File: config.mk
export PLATFORM = sky130hd
export DESIGN_NAME = xbp_bus_pins
export DESIGN_NICKNAME = d
export VERILOG_FILES = /design/src/logic/xbp_bus_pins.v /design/src/logic/xbp_fifo.v
export VERILOG_INCLUDE_DIRS = /design/src /design/src/logic
export SDC_FILE = /design/constraint.sdc
export NUM_CORES = 1
export LEC_CHECK = 0
export ABC_AREA = 0
export ABC_CLOCK_PERIOD_IN_PS = 5000
export BUFFER_PORTS_ARGS = -buffer_cell sky130_fd_sc_hd__buf_2
export CAP_MARGIN = 10
export CORE_AREA = 2 2 129 131
export CTS_CLUSTER_DIAMETER = 30
export DETAILED_ROUTE_END_ITERATION = 10
export DIE_AREA = 0 0 131 133
export HOLD_SLACK_MARGIN = 0.15
export PLACE_DENSITY = 0.84
export SLEW_MARGIN = 10
export SYNTH_ARGS = -nofsm -noshare
export SYNTH_HDL_FRONTEND = slang
export SYNTH_SLANG_ARGS = --single-unit
File: constraint.sdc
create_clock -name CLK -period 5 [get_ports CLK]
set_clock_uncertainty 0.1 [all_clocks]
set_input_delay 1 -clock CLK [delete_from_list [all_inputs] [get_ports CLK]]
set_output_delay 1 -clock CLK [all_outputs]
set_load 0.01 [all_outputs]
File: src/logic/xbp_map.vh
`ifndef XBP_MAP_VH
`define XBP_MAP_VH

// register byte offsets on the apb slave
`define XBP_OFF_CTRL      8'h00
`define XBP_OFF_CMD       8'h04
`define XBP_OFF_WDATA     8'h08
`define XBP_OFF_RDATA     8'h0c
`define XBP_OFF_STATUS    8'h10
`define XBP_OFF_CONFIG    8'h14

// control register fields
`define XBP_CTRL_W        6
`define XBP_CTRL_RST      6'h00
`define XBP_CTRL_SHOW     0
`define XBP_CTRL_DISADDR  1
`define XBP_CTRL_PIO6     2
`define XBP_CTRL_PIOZ     3
`define XBP_CTRL_VAL6     4
`define XBP_CTRL_VALZ     5

// command register fields
`define XBP_CMD_ADDR_HI   19
`define XBP_CMD_WRITE     20
`define XBP_CMD_LANE      21
`define XBP_CMD_SEL_LO    22
`define XBP_CMD_SEL_HI    23
`define XBP_CMD_INTMEM    24
`define XBP_SEL_LOWER     2'h1
`define XBP_SEL_UPPER     2'h2

// status register fields
`define XBP_ST_PEND       0
`define XBP_ST_HOLD       1
`define XBP_ST_ADDRESS_PHASE_STRAP       2
`define XBP_ST_SHOWN      3
`define XBP_ST_EMPTY      4
`define XBP_ST_FULL       5
`define XBP_ST_CYCLE      6
`define XBP_RD_VALID      8

// reset values of config capture, data and address
`define XBP_CFG_RST       16'h0000
`define XBP_DATA_RST      8'h00
`define XBP_ADDR_RST      20'h00000

`endif

File: src/logic/xbp_bus_pins.v
// Overview of operation
// nonmux address leads muxed address half period
// nonmux address floats in hold or reset
// low address byte on muxed pins in t1
// write data on muxed pins t2 to t4
// read data captured at end of t3
// show internal read data during t3, t4
// no low strobe: muxed pins float t2-t4
// muxed pins float in hold or reset
// reset release latches muxed pins into config
// strap low locks status pins to bus use
// 8-bit data: low pins plus upper address pins
// disabled address phase on lower/upper selects
// address strap sampled within three clocks
// muxed address valid at latch strobe fall
//
// Implementation choices: the register addresses and the APB interface to the registers.
`timescale 1ns/100ps
`default_nettype none
`include "xbp_map.vh"

module xbp_bus_pins #(
    parameter AW     = 20,
    parameter DW     = 8,
    parameter FDEPTH = 8,
    parameter FAW    = 3
) (
    input  wire          CLK,
    input  wire          SYS_RST,
    input  wire          PSEL,
    input  wire          PENABLE,
    input  wire          PWRITE,
    input  wire [7:0]    PADDR,
    input  wire [31:0]   PWDATA,
    output reg  [31:0]   PRDATA,
    output reg           PREADY,
    output reg           PSLVERR,
    input  wire          RESET_INPUT_N,
    input  wire          BUS_HOLD_REQ,
    output reg           BUS_HOLD_ACK,
    output reg           PRIMARY_CLOCK_OUT,
    output reg  [AW-1:0] NONMUX_ADDRESS_BUS,
    output reg           NONMUX_ADDRESS_OE,
    input  wire [DW-1:0] MUXED_ADDR_DATA_LOW_IN,
    output reg  [DW-1:0] MUXED_ADDR_DATA_LOW_OUT,
    output reg           MUXED_ADDR_DATA_LOW_OE,
    input  wire [7:0]    UPPER_ADDRESS_ONLY_BUS_IN,
    output reg  [7:0]    UPPER_ADDRESS_ONLY_BUS_OUT,
    output reg           UPPER_ADDRESS_ONLY_BUS_OE,
    output reg           ADDR_LATCH_ENABLE,
    output reg           READ_STROBE_N,
    output reg           LOW_BYTE_WRITE_STROBE_N,
    input  wire          ADDRESS_PHASE_STRAP,
    input  wire          SHOW_READ_STRAP_N,
    output reg           STATUS_SIX_OUT,
    output reg           UPPER_ZERO_INDICATOR
);
    // one-hot bus cycle states, each t-state is one clock-out period
    localparam S_IDLE = 5'b00001;
    localparam S_T1   = 5'b00010;
    localparam S_T2   = 5'b00100;
    localparam S_T3   = 5'b01000;
    localparam S_T4   = 5'b10000;

    reg  [4:0]               state;
    reg  [4:0]               next_state;
    reg                      ph;
    reg  [`XBP_CTRL_W-1:0]   ctrl;
    reg  [DW-1:0]            wdata;
    reg  [24:0]              cmd;
    reg                      pending;
    reg  [AW-1:0]            cyc_addr;
    reg                      cyc_write;
    reg                      cyc_lane;
    reg                      cyc_int;
    reg                      cyc_noaddr;
    reg                      hold_grant;
    reg                      res_prev;
    reg  [15:0]              config_reg;
    reg                      address_phase_strap_strap;
    reg                      show_strap_n;
    wire                     rst_cond;
    wire                     acc;
    wire                     setup;
    wire                     launch;
    wire                     show_en;
    wire                     pio6_ok;
    wire                     pioz_ok;
    wire                     cmd_noaddr;
    wire                     capture;
    wire [DW-1:0]            fifo_out;
    wire                     fifo_valid;
    wire                     fifo_in_ready;
    wire                     fifo_pop;
    wire [DW-1:0]            cap_data;

    // register decode is used by the read mux and the write path
    function hit;
        input [7:0] addr;
        input [7:0] off;
        begin
            hit = (addr == off);
        end
    endfunction

    function mapped;
        input [7:0] addr;
        begin
            mapped = hit(addr, `XBP_OFF_CTRL) | hit(addr, `XBP_OFF_CMD) | hit(addr, `XBP_OFF_WDATA)
                   | hit(addr, `XBP_OFF_RDATA) | hit(addr, `XBP_OFF_STATUS) | hit(addr, `XBP_OFF_CONFIG);
        end
    endfunction

    // reset pin low is a reset condition for the pins, clock out keeps running
    assign rst_cond   = SYS_RST | ~RESET_INPUT_N;
    assign setup      = PSEL & ~PENABLE;
    assign acc        = PSEL & PENABLE & PREADY;
    assign show_en    = ~show_strap_n | ctrl[`XBP_CTRL_SHOW];
    // general io use only allowed when the strap was high at reset
    assign pio6_ok    = address_phase_strap_strap & ctrl[`XBP_CTRL_PIO6];
    assign pioz_ok    = address_phase_strap_strap & ctrl[`XBP_CTRL_PIOZ];
    assign cmd_noaddr = address_phase_strap_strap & ctrl[`XBP_CTRL_DISADDR]
                      & ((cmd[`XBP_CMD_SEL_HI:`XBP_CMD_SEL_LO] == `XBP_SEL_LOWER)
                      |  (cmd[`XBP_CMD_SEL_HI:`XBP_CMD_SEL_LO] == `XBP_SEL_UPPER));
    // a read only starts while the fifo has room, so a full fifo stalls the bus
    assign launch     = (state == S_IDLE) & ph & pending & ~hold_grant & ~BUS_HOLD_REQ
                      & (cmd[`XBP_CMD_WRITE] | fifo_in_ready) & ~rst_cond;
    // pins lag state by one cycle, so this cycle's pins are the last half of t3
    assign capture    = (state == S_T4) & ~ph & ~cyc_write;
    assign cap_data   = cyc_int ? wdata : MUXED_ADDR_DATA_LOW_IN;
    assign fifo_pop   = acc & ~PWRITE & hit(PADDR, `XBP_OFF_RDATA);

    xbp_fifo #(
        .WIDTH (DW),
        .DEPTH (FDEPTH),
        .AW    (FAW)
    ) u_fifo (
        .CLK       (CLK),
        .SYS_RST   (SYS_RST),
        .IN_DATA   (cap_data),
        .IN_VALID  (capture),
        .IN_READY  (fifo_in_ready),
        .OUT_DATA  (fifo_out),
        .OUT_VALID (fifo_valid),
        .OUT_READY (fifo_pop)
    );

    // t-state sequencing, one state step per full clock-out period
    always @*
    begin
        next_state = state;
        case (state)
            S_IDLE: if (launch) next_state = S_T1;
            S_T1:   if (ph) next_state = S_T2;
            S_T2:   if (ph) next_state = S_T3;
            S_T3:   if (ph) next_state = S_T4;
            S_T4:   if (ph) next_state = S_IDLE;
            default: next_state = S_IDLE;
        endcase
    end

    always @(posedge CLK)
    begin
        if (SYS_RST)
            ph <= 1'b0;
        else
            ph <= ~ph;
    end

    // bus cycle state; a reset condition aborts any cycle in flight
    always @(posedge CLK)
    begin
        if (rst_cond)
        begin
            state      <= S_IDLE;
            cyc_addr   <= `XBP_ADDR_RST;
            cyc_write  <= 1'b0;
            cyc_lane   <= 1'b0;
            cyc_int    <= 1'b0;
            cyc_noaddr <= 1'b0;
            hold_grant <= 1'b0;
        end
        else
        begin
            state <= next_state;
            if (launch)
            begin
                cyc_addr   <= cmd[`XBP_CMD_ADDR_HI:0];
                cyc_write  <= cmd[`XBP_CMD_WRITE];
                cyc_lane   <= cmd[`XBP_CMD_LANE];
                cyc_int    <= cmd[`XBP_CMD_INTMEM];
                cyc_noaddr <= cmd_noaddr;
            end
            // hold is granted only between cycles and wins over a pending command
            if ((state == S_IDLE) & ph & BUS_HOLD_REQ)
                hold_grant <= 1'b1;
            else if (~BUS_HOLD_REQ)
                hold_grant <= 1'b0;
        end
    end

    // reset configuration and strap capture at the rising edge of the reset pin
    always @(posedge CLK)
    begin
        if (SYS_RST)
        begin
            res_prev     <= 1'b0;
            config_reg   <= `XBP_CFG_RST;
            address_phase_strap_strap   <= 1'b1;
            show_strap_n <= 1'b1;
        end
        else
        begin
            res_prev <= RESET_INPUT_N;
            if (RESET_INPUT_N & ~res_prev)
            begin
                config_reg   <= {UPPER_ADDRESS_ONLY_BUS_IN, MUXED_ADDR_DATA_LOW_IN};
                address_phase_strap_strap   <= ADDRESS_PHASE_STRAP;
                show_strap_n <= SHOW_READ_STRAP_N;
            end
        end
    end

    // software registers; the command is refused while one is still pending
    always @(posedge CLK)
    begin
        if (SYS_RST)
        begin
            ctrl    <= `XBP_CTRL_RST;
            wdata   <= `XBP_DATA_RST;
            cmd     <= 25'h0000000;
            pending <= 1'b0;
        end
        else
        begin
            if (acc & PWRITE & hit(PADDR, `XBP_OFF_CTRL))
                ctrl <= PWDATA[`XBP_CTRL_W-1:0];
            if (acc & PWRITE & hit(PADDR, `XBP_OFF_WDATA))
                wdata <= PWDATA[DW-1:0];
            if (~RESET_INPUT_N | launch)
                pending <= 1'b0;
            else if (acc & PWRITE & hit(PADDR, `XBP_OFF_CMD) & ~PSLVERR)
            begin
                cmd     <= PWDATA[24:0];
                pending <= 1'b1;
            end
        end
    end

    // apb answer: registered one cycle after setup, so every access takes two cycles
    always @(posedge CLK)
    begin
        if (SYS_RST)
        begin
            PREADY  <= 1'b0;
            PSLVERR <= 1'b0;
            PRDATA  <= 32'h00000000;
        end
        else
        begin
            PREADY  <= setup;
            PSLVERR <= setup & (~mapped(PADDR) | (PWRITE & hit(PADDR, `XBP_OFF_CMD) & pending));
            PRDATA  <= 32'h00000000;
            if (setup & ~PWRITE)
            begin
                if (hit(PADDR, `XBP_OFF_CTRL))
                    PRDATA[`XBP_CTRL_W-1:0] <= ctrl;
                else if (hit(PADDR, `XBP_OFF_CMD))
                    PRDATA[24:0] <= cmd;
                else if (hit(PADDR, `XBP_OFF_WDATA))
                    PRDATA[DW-1:0] <= wdata;
                else if (hit(PADDR, `XBP_OFF_RDATA))
                    PRDATA[`XBP_RD_VALID:0] <= {fifo_valid, fifo_valid ? fifo_out : `XBP_DATA_RST};
                else if (hit(PADDR, `XBP_OFF_STATUS))
                    PRDATA[`XBP_ST_CYCLE:0] <= {~state[0], ~fifo_in_ready, ~fifo_valid,
                                                show_strap_n, address_phase_strap_strap, hold_grant, pending};
                else if (hit(PADDR, `XBP_OFF_CONFIG))
                    PRDATA[15:0] <= config_reg;
            end
        end
    end

    // pin stage: every pin is a flop that shows the previous cycle's state
    always @(posedge CLK)
    begin
        PRIMARY_CLOCK_OUT <= ~ph;
        if (rst_cond)
        begin
            BUS_HOLD_ACK               <= 1'b0;
            NONMUX_ADDRESS_BUS         <= `XBP_ADDR_RST;
            NONMUX_ADDRESS_OE          <= 1'b0;
            MUXED_ADDR_DATA_LOW_OUT    <= `XBP_DATA_RST;
            MUXED_ADDR_DATA_LOW_OE     <= 1'b0;
            UPPER_ADDRESS_ONLY_BUS_OUT <= 8'h00;
            UPPER_ADDRESS_ONLY_BUS_OE  <= 1'b0;
            ADDR_LATCH_ENABLE          <= 1'b0;
            READ_STROBE_N              <= 1'b1;
            LOW_BYTE_WRITE_STROBE_N    <= 1'b1;
            STATUS_SIX_OUT             <= 1'b0;
            UPPER_ZERO_INDICATOR       <= 1'b1;
        end
        else
        begin
            BUS_HOLD_ACK <= hold_grant;
            // nonmux address taken from the command at launch, half a period ahead
            NONMUX_ADDRESS_BUS <= launch ? cmd[`XBP_CMD_ADDR_HI:0] : cyc_addr;
            NONMUX_ADDRESS_OE  <= ~hold_grant;
            UPPER_ADDRESS_ONLY_BUS_OUT <= cyc_addr[15:8];
            UPPER_ADDRESS_ONLY_BUS_OE  <= ~hold_grant;
            // latch strobe falls mid t1 while the muxed address still stands
            ADDR_LATCH_ENABLE <= (state == S_T1) & ~ph & ~cyc_noaddr;
            READ_STROBE_N     <= ~(((state == S_T2) | (state == S_T3)) & ~cyc_write);
            LOW_BYTE_WRITE_STROBE_N <= ~(((state == S_T2) | (state == S_T3)) & cyc_write & cyc_lane);
            STATUS_SIX_OUT       <= pio6_ok ? ctrl[`XBP_CTRL_VAL6] : 1'b0;
            UPPER_ZERO_INDICATOR <= pioz_ok ? ctrl[`XBP_CTRL_VALZ] : 1'b1;
            MUXED_ADDR_DATA_LOW_OUT <= `XBP_DATA_RST;
            MUXED_ADDR_DATA_LOW_OE  <= 1'b0;
            case (state)
                S_T1:
                begin
                    MUXED_ADDR_DATA_LOW_OUT <= cyc_addr[DW-1:0];
                    MUXED_ADDR_DATA_LOW_OE  <= ~cyc_noaddr;
                end
                S_T2:
                begin
                    MUXED_ADDR_DATA_LOW_OUT <= wdata;
                    MUXED_ADDR_DATA_LOW_OE  <= cyc_write & cyc_lane;
                end
                S_T3, S_T4:
                begin
                    MUXED_ADDR_DATA_LOW_OUT <= wdata;
                    // low-byte writes drive data; internal reads are mirrored when show is on
                    MUXED_ADDR_DATA_LOW_OE  <= (cyc_write & cyc_lane)
                                             | (~cyc_write & cyc_int & show_en);
                end
                default:
                begin
                    MUXED_ADDR_DATA_LOW_OUT <= `XBP_DATA_RST;
                    MUXED_ADDR_DATA_LOW_OE  <= 1'b0;
                end
            endcase
        end
    end
endmodule

`default_nettype wire

File: src/logic/xbp_fifo.v
`timescale 1ns/100ps
`default_nettype none

module xbp_fifo #(
    parameter WIDTH = 8,
    parameter DEPTH = 8,
    parameter AW    = 3
) (
    input  wire             CLK,
    input  wire             SYS_RST,
    input  wire [WIDTH-1:0] IN_DATA,
    input  wire             IN_VALID,
    output wire             IN_READY,
    output wire [WIDTH-1:0] OUT_DATA,
    output wire             OUT_VALID,
    input  wire             OUT_READY
);
    reg  [WIDTH-1:0] mem [0:DEPTH-1];
    reg  [AW-1:0]    wr_ptr;
    reg  [AW-1:0]    rd_ptr;
    reg  [AW:0]      count;
    wire             push;
    wire             pop;

    // full and empty come from the count so depth need not be a power of two
    assign IN_READY  = (count != DEPTH[AW:0]);
    assign OUT_VALID = (count != {(AW+1){1'b0}});
    assign OUT_DATA  = mem[rd_ptr];
    assign push      = IN_VALID & IN_READY;
    assign pop       = OUT_VALID & OUT_READY;

    // storage written by index
    always @(posedge CLK)
    begin
        if (push)
            mem[wr_ptr] <= IN_DATA;
    end

    // pointers wrap at depth
    always @(posedge CLK)
    begin
        if (SYS_RST)
        begin
            wr_ptr <= {AW{1'b0}};
            rd_ptr <= {AW{1'b0}};
            count  <= {(AW+1){1'b0}};
        end
        else
        begin
            if (push)
                wr_ptr <= (wr_ptr == DEPTH[AW-1:0] - 1'b1) ? {AW{1'b0}} : wr_ptr + 1'b1;
            if (pop)
                rd_ptr <= (rd_ptr == DEPTH[AW-1:0] - 1'b1) ? {AW{1'b0}} : rd_ptr + 1'b1;
            if (push & ~pop)
                count <= count + 1'b1;
            else if (pop & ~push)
                count <= count - 1'b1;
        end
    end
endmodule

`default_nettype wire

## After elaboration in Yosys (flattened, before gate mapping)

Memories as Yosys holds them, arrays and structs flattened. A register that Yosys moved wholly into a read port is not among the register bits.
Cells that the tools add are included.

- Bits of input ports: 65
- Output and inout bits: 80
- Flip-flop bits (word level): 159
- Memories: 1
- Logic and storage cells: 185
- Bits in writable memories: 64

- Reduce and logical (&&, ||, !) cells: 13
- Eq/ne operators: 21
- Muxes and demuxes: 32
- $add $sub $neg: 4
- Bitwise operators: 78

Memory list:

| memory | words | width | read ports | clocked after memory_dff | wr ports | line | RTL |
|---|---|---|---|---|---|---|---|
| u_fifo.mem | 8 | 8 | 1 | 1 | 1 | xbp_fifo.v:18 | `reg [WIDTH-1:0] mem [0:DEPTH-1];` |

Operator list:

| operator | count |
|---|---|
| 2-to-1 mux 16 bit | 5 |
| bitwise AND 1 bit | 40 |
| 2-to-1 mux 8 bit | 4 |
| 2-to-1 mux 5 bit | 5 |
| NOT 1 bit | 25 |
| case mux 5 bit (5 select lines) | 1 |
| 2-to-1 mux 9 bit | 2 |
| equality test 8 x 4 -> 1 bit (second input constant) | 2 |
| equality test 8 x 5 -> 1 bit (second input constant) | 2 |
| case mux 8 bit (2 select lines) | 1 |
| 2-to-1 mux 7 bit | 2 |
| OR 1 bit | 13 |
| 2-to-1 mux 3 bit | 4 |
| != test 2 bit (second input constant) | 5 |
| OR reduction 2 bit | 5 |
| equality test 8 x 3 -> 1 bit (second input constant) | 1 |
| zero test 8 bit | 1 |
| 2-to-1 mux 4 bit | 2 |
| adder 3 x 1 -> 3 bit (second input constant) | 2 |
| equality test 3 bit (second input constant) | 2 |
| 2-to-1 mux 6 bit | 1 |
| OR reduction 3 bit | 2 |
| equality test 5 x 1 -> 1 bit (second input constant) | 1 |
| equality test 5 x 2 -> 1 bit (second input constant) | 1 |
| 16 further kinds | 19 |

## Depth between registers and ports, before layout

Gate-level depths: netlist of the first run.

- Depth in word-level cells: 10
- Depth in mapped cells: 15
- Mapped depth without buffers: 12

## By module

A second synthesis of the first run with hierarchy kept.

- Cells, all modules: 787
- Area, all modules: 8759.7 sq um

Modules (own cells, without submodules):

| module | area an instance (sq um) | sequential area each (sq um) | times used | cells an instance |
|---|---|---|---|---|
| xbp_bus_pins | 5629.1 | 2842.7 | 1 | 619 |
| xbp_fifo | 3130.5 | 2182.1 | 1 | 168 |

## Worst setup path before layout of the first run

OpenSTA, ideal clock, no wires.

- Kind: input-to-reg
- From: input PADDR[1]
- To: register u_fifo.count[3]
- Library setup time: 0.070 ns
- Stages: 15
- Required time: 4.830 ns
- Arrival time: 3.701 ns
- Buffers on the path: 3
- Slack: 1.129 ns
- Cells stage by stage: or4_4 > buf_6 > nor3_2 > buf_2 > and4_1 > buf_2 > inv_1 > ha_1 > inv_1 > ha_1 > a21o_1 > a21oi_1 > xnor2_1 > or3_1 > a21oi_1

- Word-level cells in the longest chain between the ends: 6
- Elaborated cells between the ends (all ways): 8
- Those cells by class: eq/ne: 1; mux: 1; bitwise: 5; reduce/logical: 1

Ends and longest elaborated chain:

| element | line | RTL |
|---|---|---|
| start, declared | xbp_bus_pins.v:33 | `input wire [7:0] PADDR,` |
| equality test 8 x 4 -> 1 bit * | xbp_bus_pins.v:102 | `hit = (addr == off);` |
| bitwise AND 1 bit * | xbp_bus_pins.v:131 | `` assign fifo_pop = acc & ~PWRITE & hit(PADDR, `XBP_OFF_RDATA); `` |
| bitwise AND 1 bit * | xbp_fifo.v:30 | `assign pop = OUT_VALID & OUT_READY;` |
| NOT 1 bit | xbp_fifo.v:54 | `if (push & ~pop)` |
| bitwise AND 1 bit | xbp_fifo.v:54 |  |
| 2-to-1 mux 4 bit / nonzero test 2 bit (equally long branches) | - |  |
| end signal, assigned | xbp_fifo.v:46 | `count <= {(AW+1){1'b0}};` |
| end signal, assigned | xbp_fifo.v:55 | `count <= count + 1'b1;` |
| end signal, assigned | xbp_fifo.v:57 | `count <= count - 1'b1;` |
| end, declared | xbp_fifo.v:21 | `reg [AW:0] count;` |

Every way passes the cells marked *; elsewhere a longest branch is shown, timed or not.
A chain may end at the register's enable or synchronous reset.

## Worst setup path in the final report of the first run

Same ends and word-level chain as after synthesis.

==> impl_metrics.env, run 1 <==
export IMPL_synth_edff_count=64
export IMPL_cellPowerDensity_nw_per_um2=432
export IMPL_synth_area_leader_cell="dfxtp_1"
export IMPL_globalRouteMet1Util=0.336
export IMPL_grt_setup_unrepaired="false"
export IMPL_diodes=0
export IMPL_hold_violations=0
export IMPL_port_buffers=130
export IMPL_tightest_slew_ps=1090
export IMPL_start_util=0.542
export IMPL_hold_path_class="reg -> reg"
export IMPL_synth_warnings=0
export IMPL_path_clk_slew_ps=50
export IMPL_crit_buf_inv=4
export IMPL_final_common_cell="dfxtp_1"
export IMPL_ctsResizeCount=0
export IMPL_wl_per_cell_um=19.5
export IMPL_top_register="u_fifo.mem"
export IMPL_grt_busiest_layer="met2"
export IMPL_dpl_hpwl_mm=14.5
export IMPL_insertion_delay_ps=500
export IMPL_post_cts_setup_buffer_count=0
export IMPL_htreeDepth=2
export IMPL_first_pass_iters=5
export IMPL_drt_initial_drc_count=665
export IMPL_io_pins=145
export IMPL_period_minus_slack_ps=3650
export IMPL_path_cells="buf_2 > or4_4 > nor3_2 > buf_4 > and4_1 > inv_1 > ha_1 > inv_1 > ha_1 > a21o_1 > a21oi_1 > xnor2_1 > or3_1 > a21oi_1"
export IMPL_largest_reg_flops=64
export IMPL_clock_path_buffers=3
export IMPL_crit_family="simple AND/OR/NAND/NOR gates"
export IMPL_vias=6590
export IMPL_grt_max_degree=70
export IMPL_die_y_um=133
export IMPL_ys_ff_latch=219
export IMPL_relSlewSlack=0.260
export IMPL_die_w_um=131
export IMPL_synthFlopType="dfxtp_1"
export IMPL_multi_input_area_um2=3440
export IMPL_cts_tree="done"
export IMPL_post_route_period_util=0.729
export IMPL_dpl_cell_area_um2=9500
export IMPL_synth_seq_area_share=0.573
export IMPL_core_area_um2=16200
export IMPL_design_area_um2=10900
export IMPL_track_usage=0.264
export IMPL_crit_arrival_ps=3970
export IMPL_ctsHoldBuffers=0
export IMPL_synth_top_family_by_area="simple AND/OR/NAND/NOR gates"
export IMPL_rows=47
export IMPL_max_cap_viol_count=0
export IMPL_drc=0
export IMPL_critPathMaxFanout=11
export IMPL_max_vdd_ir_drop_v=0.000244
export IMPL_synth_area_leaders="dfxtp_1, edfxtp_1, mux2i_1"
export IMPL_leakage_nw=4.46
export IMPL_syn2layout_area_growth_pct=24.0
export IMPL_finalMaxSlewViolations=0
export IMPL_first_global_vias=6658
export IMPL_vias_per_cell=5.72
export IMPL_final_nets=977
export IMPL_cts_root_buffer="clkbuf_16"
export IMPL_met2_usage=0.430
export IMPL_final_cells=1153
export IMPL_cp_slowest_stage_delay_ps=600
export IMPL_synth_async_reset_ratio=0
export IMPL_drt_wl_total_mm=22.4
export IMPL_synthDominantCellAreaShare=0.354
export IMPL_syn_avg_cell_area_um2=11.3
export IMPL_grt_overflow=0
export IMPL_gp_congestion=0.898
export IMPL_start_kind="input port"
export IMPL_dp_cells=1084
export IMPL_synthMuxAreaShare=0.143
export IMPL_synth_xor_area_share=0.00699
export IMPL_cts_made_buffers=38
export IMPL_end_kind="flop"
export IMPL_synthCells=775
export IMPL_synth_cell_types=64
export IMPL_setup_tns_ps=0
export IMPL_reg_top3="u_fifo.mem: 64 flops, PRDATA: 25 flops, cmd: 25 flops"
export IMPL_setup_viol=0
export IMPL_critical_path_slowest_cell="or4_4"
export IMPL_syn_area_um2=8770
export IMPL_outcome="finished, final reports clean"
export IMPL_synth_fa_ha_area_frac=0.0123
export IMPL_fmax_mhz=274
export IMPL_synth_compound_area_share=0.0787
export IMPL_layout_common_cells="dfxtp_1, buf_2, nor2_1"
export IMPL_synth_simple_area_share=0.148
export IMPL_total_power_mw=4.70
export IMPL_antenna_found_initial=1
export IMPL_seq_area_um2=5020
export IMPL_fillers=1137
export IMPL_met3_usage=0.0550
export IMPL_drive_gt1_frac=0.269
export IMPL_design_die_area_um2=17400
export IMPL_setup_worst_path_class="in -> reg"
export IMPL_critPathRequiredTime_ps=5330
export IMPL_postRouteAntennaNets=0
export IMPL_clkSinkCount=219
export IMPL_grt_pass1_wl_mm=35.1
==> layout make-up <==
cell class | count | share of cell area
clock inverters | 18 | 0.0243
inverters | 12 | 0.00414
multi-input cells | 494 | 0.316
clock buffers | 51 | 0.102
well taps | 220 | 0.0253
flip-flops and latches | 219 | 0.462
repair buffers | 139 | 0.0660
==> cell families (layout without fill, tap and decap cells) <==
kind of cell,Yosys count,count (layout)
muxes,103,103
buffers and inverters,68,220
AOI/OAI and AO/OA,110,110
adders and majority gates,8,8
and+or+nand+nor,259,259
other,1,7
DFF,219,219
xor gates and xnor gates,7,7
==> path summary, 6_finish.rpt <==
| path | start | end | slack, ps | cells past startpoint |
|---|---|---|---|---|
| setup / recovery | PADDR[1] | u_fifo.count[3] | 1350 | 14 |
| hold / removal | ctrl[3] | UPPER_ZERO_INDICATOR | 350 | 1 |
| setup reg to reg | u_fifo.count[0] | u_fifo.count[3] | 1390 | 11 |
| hold reg to reg | ctrl[3] | UPPER_ZERO_INDICATOR | 350 | 1 |
==> synth_stat cells (2+ instances only) <==
library cell and count:
nand3_1 17, o21ai_0 23, nand4_1 4, dfxtp_1 155, xor2_1 4, and2_1 17, or3_1 5, buf_6 4
ha_1 7, edfxtp_1 64, nor3b_1 2, mux2i_1 69, nor4_1 2, inv_1 11, buf_1 5, nor4_2 2
and3_1 2, buf_4 9, and4_1 2, o22ai_1 7, nor2b_1 6, nor4b_1 3, a21oi_1 48, nor3_1 5
buf_2 12, clkbuf_1 26, nor2_1 93, mux4_2 16, nand2_1 68, or4_4 2, nand2b_1 14, a222oi_1 4
a211oi_1 5, a22o_1 9, mux2_2 18, xnor2_1 3, a22oi_1 2, nand3b_1 4
==> metrics by stage <==
| stage | worst slack [ps] | hold WS, ps | util |
|---|---|---|---|
| floorplan | 1130 | 304 | - |
| global placement | 962 | 323 | 0.587 |
| detailed placement | 890 | 329 | 0.587 |
| CTS | 1400 | 348 | 0.672 |
| global route | 1230 | 377 | 0.672 |
| finish | 1350 | 351 | 0.672 |
==> worst reg2reg max path: cells and delay by family, from the launching register on <==
| kind | cells | cell delay [ps] |
|---|---|---|
| AOI/OAI and AO/OA | 3 | 490 |
| buffers and inverters | 2 | 300 |
| DFF | 1 | 360 |
| adders and majority gates | 2 | 500 |
| xor gates and xnor gates | 1 | 110 |
| and+or+nand+nor | 3 | 1680 |
==> layer usage <==
layer,wire length (µm),up-vias
li1,-,3014
met1,8670,3161
met2,11100,347
met3,1930,66
met4,711,2
met5,13,-
==> report_power, final <==
part	leakage (nW)	switching (mW)	internal [mW]
sequential	1.83	0.00851	1.84
combinational	1.97	0.0805	0.0403
clock	0.664	0.862	1.87
total	4.46	0.951	3.75
Power figures use the tool's default switching activity.
==> run 2, diff against run 1 <==
ABC_AREA = 1   (was 0)
ABC_CLOCK_PERIOD_IN_PS = 3550   (was 5000)
clock period = 3.55 ns   (was 5 ns; I/O delays follow)
==> run 2 against run 1 <==
- routed wire length up 6.8%
- clock power up 62%
- worst hold slack worse by 36 ps
- critical path type is now reg -> reg
==> impl_metrics.env, run 2 <==
export IMPL_syn2layout_area_growth_pct=26.7
export IMPL_setup_worst_path_class="reg -> reg"
export IMPL_hold_violations=0
export IMPL_worst_slack_ps=862
export IMPL_final_cells=1452
export IMPL_crit_arrival_ps=2790
export IMPL_cellPowerDensity_nw_per_um2=656
export IMPL_relSlewSlack=0.330
export IMPL_fmax_mhz=372
export IMPL_total_power_mw=7.37
export IMPL_synthDominantCellAreaShare=0.350
export IMPL_cts_made_buffers=41
export IMPL_cpMostUsedCell="nand2_1"
export IMPL_leakage_nw=5.10
export IMPL_ctsHoldBuffers=0
export IMPL_hold_path_class="in -> reg"
export IMPL_tightest_slew_ps=1000
export IMPL_period_minus_slack_ps=2690
export IMPL_crit_buf_inv=4
export IMPL_fillers=1098
export IMPL_rows=47
export IMPL_clock_path_buffers=3
export IMPL_drt_wl_total_mm=24.0
export IMPL_design_area_um2=11200
export IMPL_first_pass_iters=6
export IMPL_end_kind="flop"
export IMPL_first_global_vias=7725
export IMPL_synth_edff_count=64
export IMPL_path_clk_slew_ps=50
export IMPL_top_register="u_fifo.mem"
export IMPL_core_area_um2=16200
export IMPL_track_usage=0.276
export IMPL_synth_cell_types=39
export IMPL_critical_path_slowest_cell="nor3_1"
export IMPL_synthFlopType="dfxtp_1"
export IMPL_wl_per_cell_um=16.5
export IMPL_finalMaxSlewViolations=0
export IMPL_cts_tree="done"
export IMPL_cts_root_buffer="clkbuf_16"
export IMPL_vias_per_cell=5.42
export IMPL_reg_top3="u_fifo.mem: 64 flops, PRDATA: 25 flops, cmd: 25 flops"
export IMPL_io_pins=145
export IMPL_max_vdd_ir_drop_v=0.000431
export IMPL_ys_ff_latch=219
export IMPL_ctsResizeCount=0
export IMPL_postRouteAntennaNets=0
export IMPL_final_common_cell="nand2_1"
export IMPL_die_y_um=133
export IMPL_dp_cells=1375
export IMPL_synth_warnings=0
export IMPL_syn_area_um2=8860
export IMPL_synth_most_common_cell="nand2_1"
export IMPL_final_nets=1271
export IMPL_setup_tns_ps=0
export IMPL_design_die_area_um2=17400
export IMPL_dpl_hpwl_mm=15.3
export IMPL_grt_pass1_wl_mm=37.7
export IMPL_largest_reg_flops=64
export IMPL_htreeDepth=2
export IMPL_hold_ws_ps=315
export IMPL_start_kind="flop"
export IMPL_dpl_cell_area_um2=9630
export IMPL_path_depth=10
export IMPL_port_buffers=130
export IMPL_synthCells=1054
export IMPL_outcome="finished, final reports clean"
export IMPL_gp_congestion=0.887
export IMPL_critPathMaxFanout=6
export IMPL_synth_common_cells="nand2_1, nor2_1, dfxtp_1"
export IMPL_crit_family="simple AND/OR/NAND/NOR gates"
export IMPL_synth_area_leader_cell="dfxtp_1"
export IMPL_rr_worst_depth=10
export IMPL_syn_avg_cell_area_um2=8.40
export IMPL_antenna_found_initial=3
export IMPL_vias=7877
export IMPL_post_route_period_util=0.757
export IMPL_post_cts_setup_buffer_count=0
export IMPL_synth_area_leaders="dfxtp_1, edfxtp_1, nand2_1"
export IMPL_grt_overflow=0
export IMPL_setup_viol=0
export IMPL_drive_gt1_frac=0.198
export IMPL_start_util=0.548
export IMPL_grt_setup_unrepaired="false"
export IMPL_synth_seq_area_share=0.567
export IMPL_synth_async_reset_ratio=0
export IMPL_holdPathStages=3
export IMPL_insertion_delay_ps=520
export IMPL_clkSinkCount=219
export IMPL_path_cells="inv_1 > nand2_1 > nor2_1 > buf_4 > nor2_1 > nand2_1 > inv_1 > nand2_1 > nor3_1 > buf_4"
export IMPL_layout_common_cells="nand2_1, nor2_1, dfxtp_1"
export IMPL_critPathRequiredTime_ps=3660
export IMPL_die_w_um=131
export IMPL_post_route_util=0.694
export IMPL_cp_slowest_stage_delay_ps=690
export IMPL_drt_initial_drc_count=974
export IMPL_place_ws_ps=496
export IMPL_drc=0
export IMPL_max_cap_viol_count=0
export IMPL_grt_max_degree=65
## run 2: changes by cell type after synthesis, moves of 9 or more
cell / change
a22o_1: -9
and2_1: -17
inv_1: +135
mux2_2: -18
mux2i_1: -68
mux4_2: -16
nand2_1: +104
nand2b_1: -14
nand3_1: +57
nor2_1: +75
o21ai_0: +72
## run 2: layout make-up
class	count	area [µm²]	share of cell area
Sequential cell	219	5020	0.448
Multi-Input combinational cell	640	3000	0.267
Clock buffer	48	1120	0.100
Timing Repair Buffer	145	763	0.0680
Inverter	151	567	0.0505
Clock inverter	27	464	0.0414
Tap cell	220	275	0.0245
Antenna cell	2	5.00	0.000446
## run 2: worst paths after layout
check / startpoint / to / slack [ps]
setup / recovery: u_fifo.count[0] / u_fifo.mem[2][6] / 860
hold / removal: PWDATA[12] / cmd[12] / 310
setup reg to reg: u_fifo.count[0] / u_fifo.mem[2][6] / 860
hold reg to reg: ctrl[3] / UPPER_ZERO_INDICATOR / 320
## run 2: layer usage
metal / vias up / share of wire / global-route usage
li1: 3676 / - / -
met5: - / 0.00054 / 0
met3: 107 / 0.094 / 0.0805
met4: 2 / 0.051 / 0.155
met1: 3659 / 0.38 / 0.335
met2: 433 / 0.47 / 0.437
## run 2: power breakdown
part	total [mW]	internal, mW	switching (mW)
clock network	4.42	3.08	1.33
logic	0.304	0.0951	0.209
registers	2.64	2.61	0.0333
## run 2: logic make-up (layout without fill, tap and decap cells)
family,count (synthesis),in the layout,synth area share
AOI/OAI and AO/OA,163,163,0.0975
xor gates and xnor gates,3,3,0.00297
adders and majority gates,8,8,0.0121
buffers and inverters,201,371,0.0982
DFF,219,219,0.567
muxes,1,1,0.00113
other,1,9,0.000423
and+or+nand+nor,458,458,0.220
## run 2: worst min-delay path, stage by stage
cell,delay [ps]
buf_2,70
nor2_1,30
nor2_1,80
==> run 3, diff against run 2 <==
ABC_AREA = 0   (was 1)
ABC_CLOCK_PERIOD_IN_PS = 2200   (was 3550)
CORE_AREA = 2 2 135 137   (was 2 2 129 131)
DIE_AREA = 0 0 137 139   (was 0 0 131 133)
PLACE_DENSITY = 0.81   (was 0.84)
clock period = 2.2 ns   (was 3.55 ns; I/O delays follow)
==> run 3 against run 2 <==
- the run now ends with setup timing left
- core utilization up 1.3 points
- non-clock buffer count up 145
- routed wire length grew 13%
- highest routed layer is now met4
==> impl_metrics.env, run 3 (synthesized netlist as in run 1, its figures left out) <==
export IMPL_outcome="finished with violations"
export IMPL_violations="setup timing"
export IMPL_relSlewSlack=0.572
export IMPL_core_area_um2=17700
export IMPL_first_global_vias=7553
export IMPL_path_clk_slew_ps=60
export IMPL_postRouteAntennaNets=0
export IMPL_critical_path_slowest_cell="or4_4"
export IMPL_dpl_cell_area_um2=10200
export IMPL_dpl_hpwl_mm=15.5
export IMPL_switching_share=0.214
export IMPL_first_pass_iters=7
export IMPL_clkSinkCount=219
export IMPL_cts_root_buffer="clkbuf_16"
export IMPL_setup_viol=44
export IMPL_final_cells=1312
export IMPL_wl_per_cell_um=20.7
export IMPL_place_ws_ps=-807
export IMPL_drt_wl_total_mm=27.1
export IMPL_tightest_slew_ps=642
export IMPL_design_area_um2=12500
export IMPL_fmax_mhz=375
export IMPL_end_kind="flop"
export IMPL_finalMaxSlewViolations=0
export IMPL_grt_overflow=0
export IMPL_die_y_um=139
export IMPL_drt_initial_drc_count=706
export IMPL_power_switching_mw=2.27
export IMPL_pwr_share_comb=0.037
export IMPL_final_common_cell="dfxtp_1"
export IMPL_drive_gt1_frac=0.369
export IMPL_largest_reg_flops=64
export IMPL_clockPowerShare=0.566
export IMPL_critPathMaxFanout=3
export IMPL_vias=7533
export IMPL_reg_top3="u_fifo.mem: 64 flops, PRDATA: 25 flops, cmd: 25 flops"
export IMPL_design_die_area_um2=19000
export IMPL_start_util=0.497
export IMPL_grt_max_degree=60
export IMPL_cts_tree="done"
export IMPL_vias_per_cell=5.74
export IMPL_max_vdd_ir_drop_v=0.000792
export IMPL_htreeDepth=2
export IMPL_diodes=0
export IMPL_hold_violations=0
export IMPL_hold_path_class="in -> reg"
export IMPL_gp_congestion=0.967
export IMPL_cts_made_buffers=37
export IMPL_cellPowerDensity_nw_per_um2=847
export IMPL_drc=0
export IMPL_top_register="u_fifo.mem"
export IMPL_antenna_found_initial=0
export IMPL_track_usage=0.271
export IMPL_worst_slack_ps=-463
export IMPL_layout_common_cells="dfxtp_1, buf_2, buf_4"
export IMPL_port_buffers=130
export IMPL_post_route_period_util=1.21
export IMPL_start_kind="flop"
export IMPL_grt_setup_unrepaired="true"
export IMPL_p_seq_frac=0.397
export IMPL_leakage_nw=5.22
export IMPL_dp_cells=1169
export IMPL_path_cells="nor2_4 > nand3_4 > or4_4 > inv_4 > ha_4 > inv_4 > buf_4 > buf_6 > fa_2 > xnor2_1 > nor2_1 > a21oi_1 > nor2_1"
export IMPL_grt_pass1_wl_mm=39.9
export IMPL_period_minus_slack_ps=2660
export IMPL_cp_slowest_stage_delay_ps=470
export IMPL_io_pins=145
export IMPL_syn2layout_area_growth_pct=42.3
export IMPL_die_w_um=137
export IMPL_final_nets=1128
export IMPL_internal_power_mw=8.31
export IMPL_critPathRequiredTime_ps=2470
export IMPL_crit_arrival_ps=2930
export IMPL_insertion_delay_ps=510
export IMPL_rows=49
export IMPL_setup_worst_path_class="reg -> reg"
export IMPL_post_route_util=0.707
export IMPL_max_cap_viol_count=0
export IMPL_clock_path_buffers=3
export IMPL_hold_ws_ps=176
-- run 3: changes by cell type in the layout (fill, tap and decap cells not counted), sizes merged, moves of 68 or more --
cell	before	now
inv	154	16
o21ai	96	23
nand2	178	68
nor2	177	96
mux2i	1	69
buf	145	246
-- run 3: final timing paths --
check	from	endpoint	slack [ps]	cells past startpoint
worst max-delay path	state[1]	u_fifo.count[2]	-460	13
worst min-delay path	SYS_RST	UPPER_ADDRESS_ONLY_BUS_OE	180	3
worst max register to register	state[1]	u_fifo.count[2]	-460	13
worst min register to register	config_reg[15]	config_reg[15]	350	2
-- run 3: cell type report --
cell class | count | area [µm²]
tap | 229 | 287
clock buffer | 43 | 990
multi-input combinational | 495 | 3700
fill | 1066 | 5170
inverter | 12 | 52.6
sequential | 219 | 5030
clock inverter | 24 | 309
timing repair buffer | 290 | 2110
-- run 3: critical path, delay by kind of cell, from the launching register on --
kind,cells,cell delay (ps)
simple gates,5,870
flops,1,340
fa+ha+maj,2,520
xor+xnor,1,140
buf+inv,4,390
compound gates,1,160
-- run 3: repair_timing --
action / in CTS / in global routing
hold endpoints to repair: 57 / 0
endpoints found under the setup margin: 118 / 97
resized for setup: 33 / 30
pin swaps: 9 / 13
cloned: 3 / 1
hold buffers: 43 / 0
setup buffers: 22 / 12
-- run 3: metal layers --
layer,vias up,wire length [µm],track usage
met3,142,2160,0.0676
met5,-,0,0
li1,3315,-,-
met4,0,1700,0.154
met2,468,13500,0.472
met1,3608,9750,0.298
-- run 3: power by group through the flow --
stage	logic [mW]	registers, mW	clock network (mW)
2_1_floorplan	0.166	4.27	0
3_3_place_gp	0.303	4.28	0
6_report	0.393	4.20	5.98
4_1_cts	0.374	4.20	5.97
3_5_place_dp	0.307	4.28	0
5_1_grt	0.420	4.19	6.20
-- run 3: per-stage QoR --
| stage | power (mW) | TNS [ps] |
|---|---|---|
| finish | 10.6 | -7460 |
| global route | 10.8 | -9930 |
| CTS | 10.5 | -1020 |
| detailed placement | 4.58 | -20280 |
| global placement | 4.58 | -15360 |
| floorplan | 4.44 | -4910 |
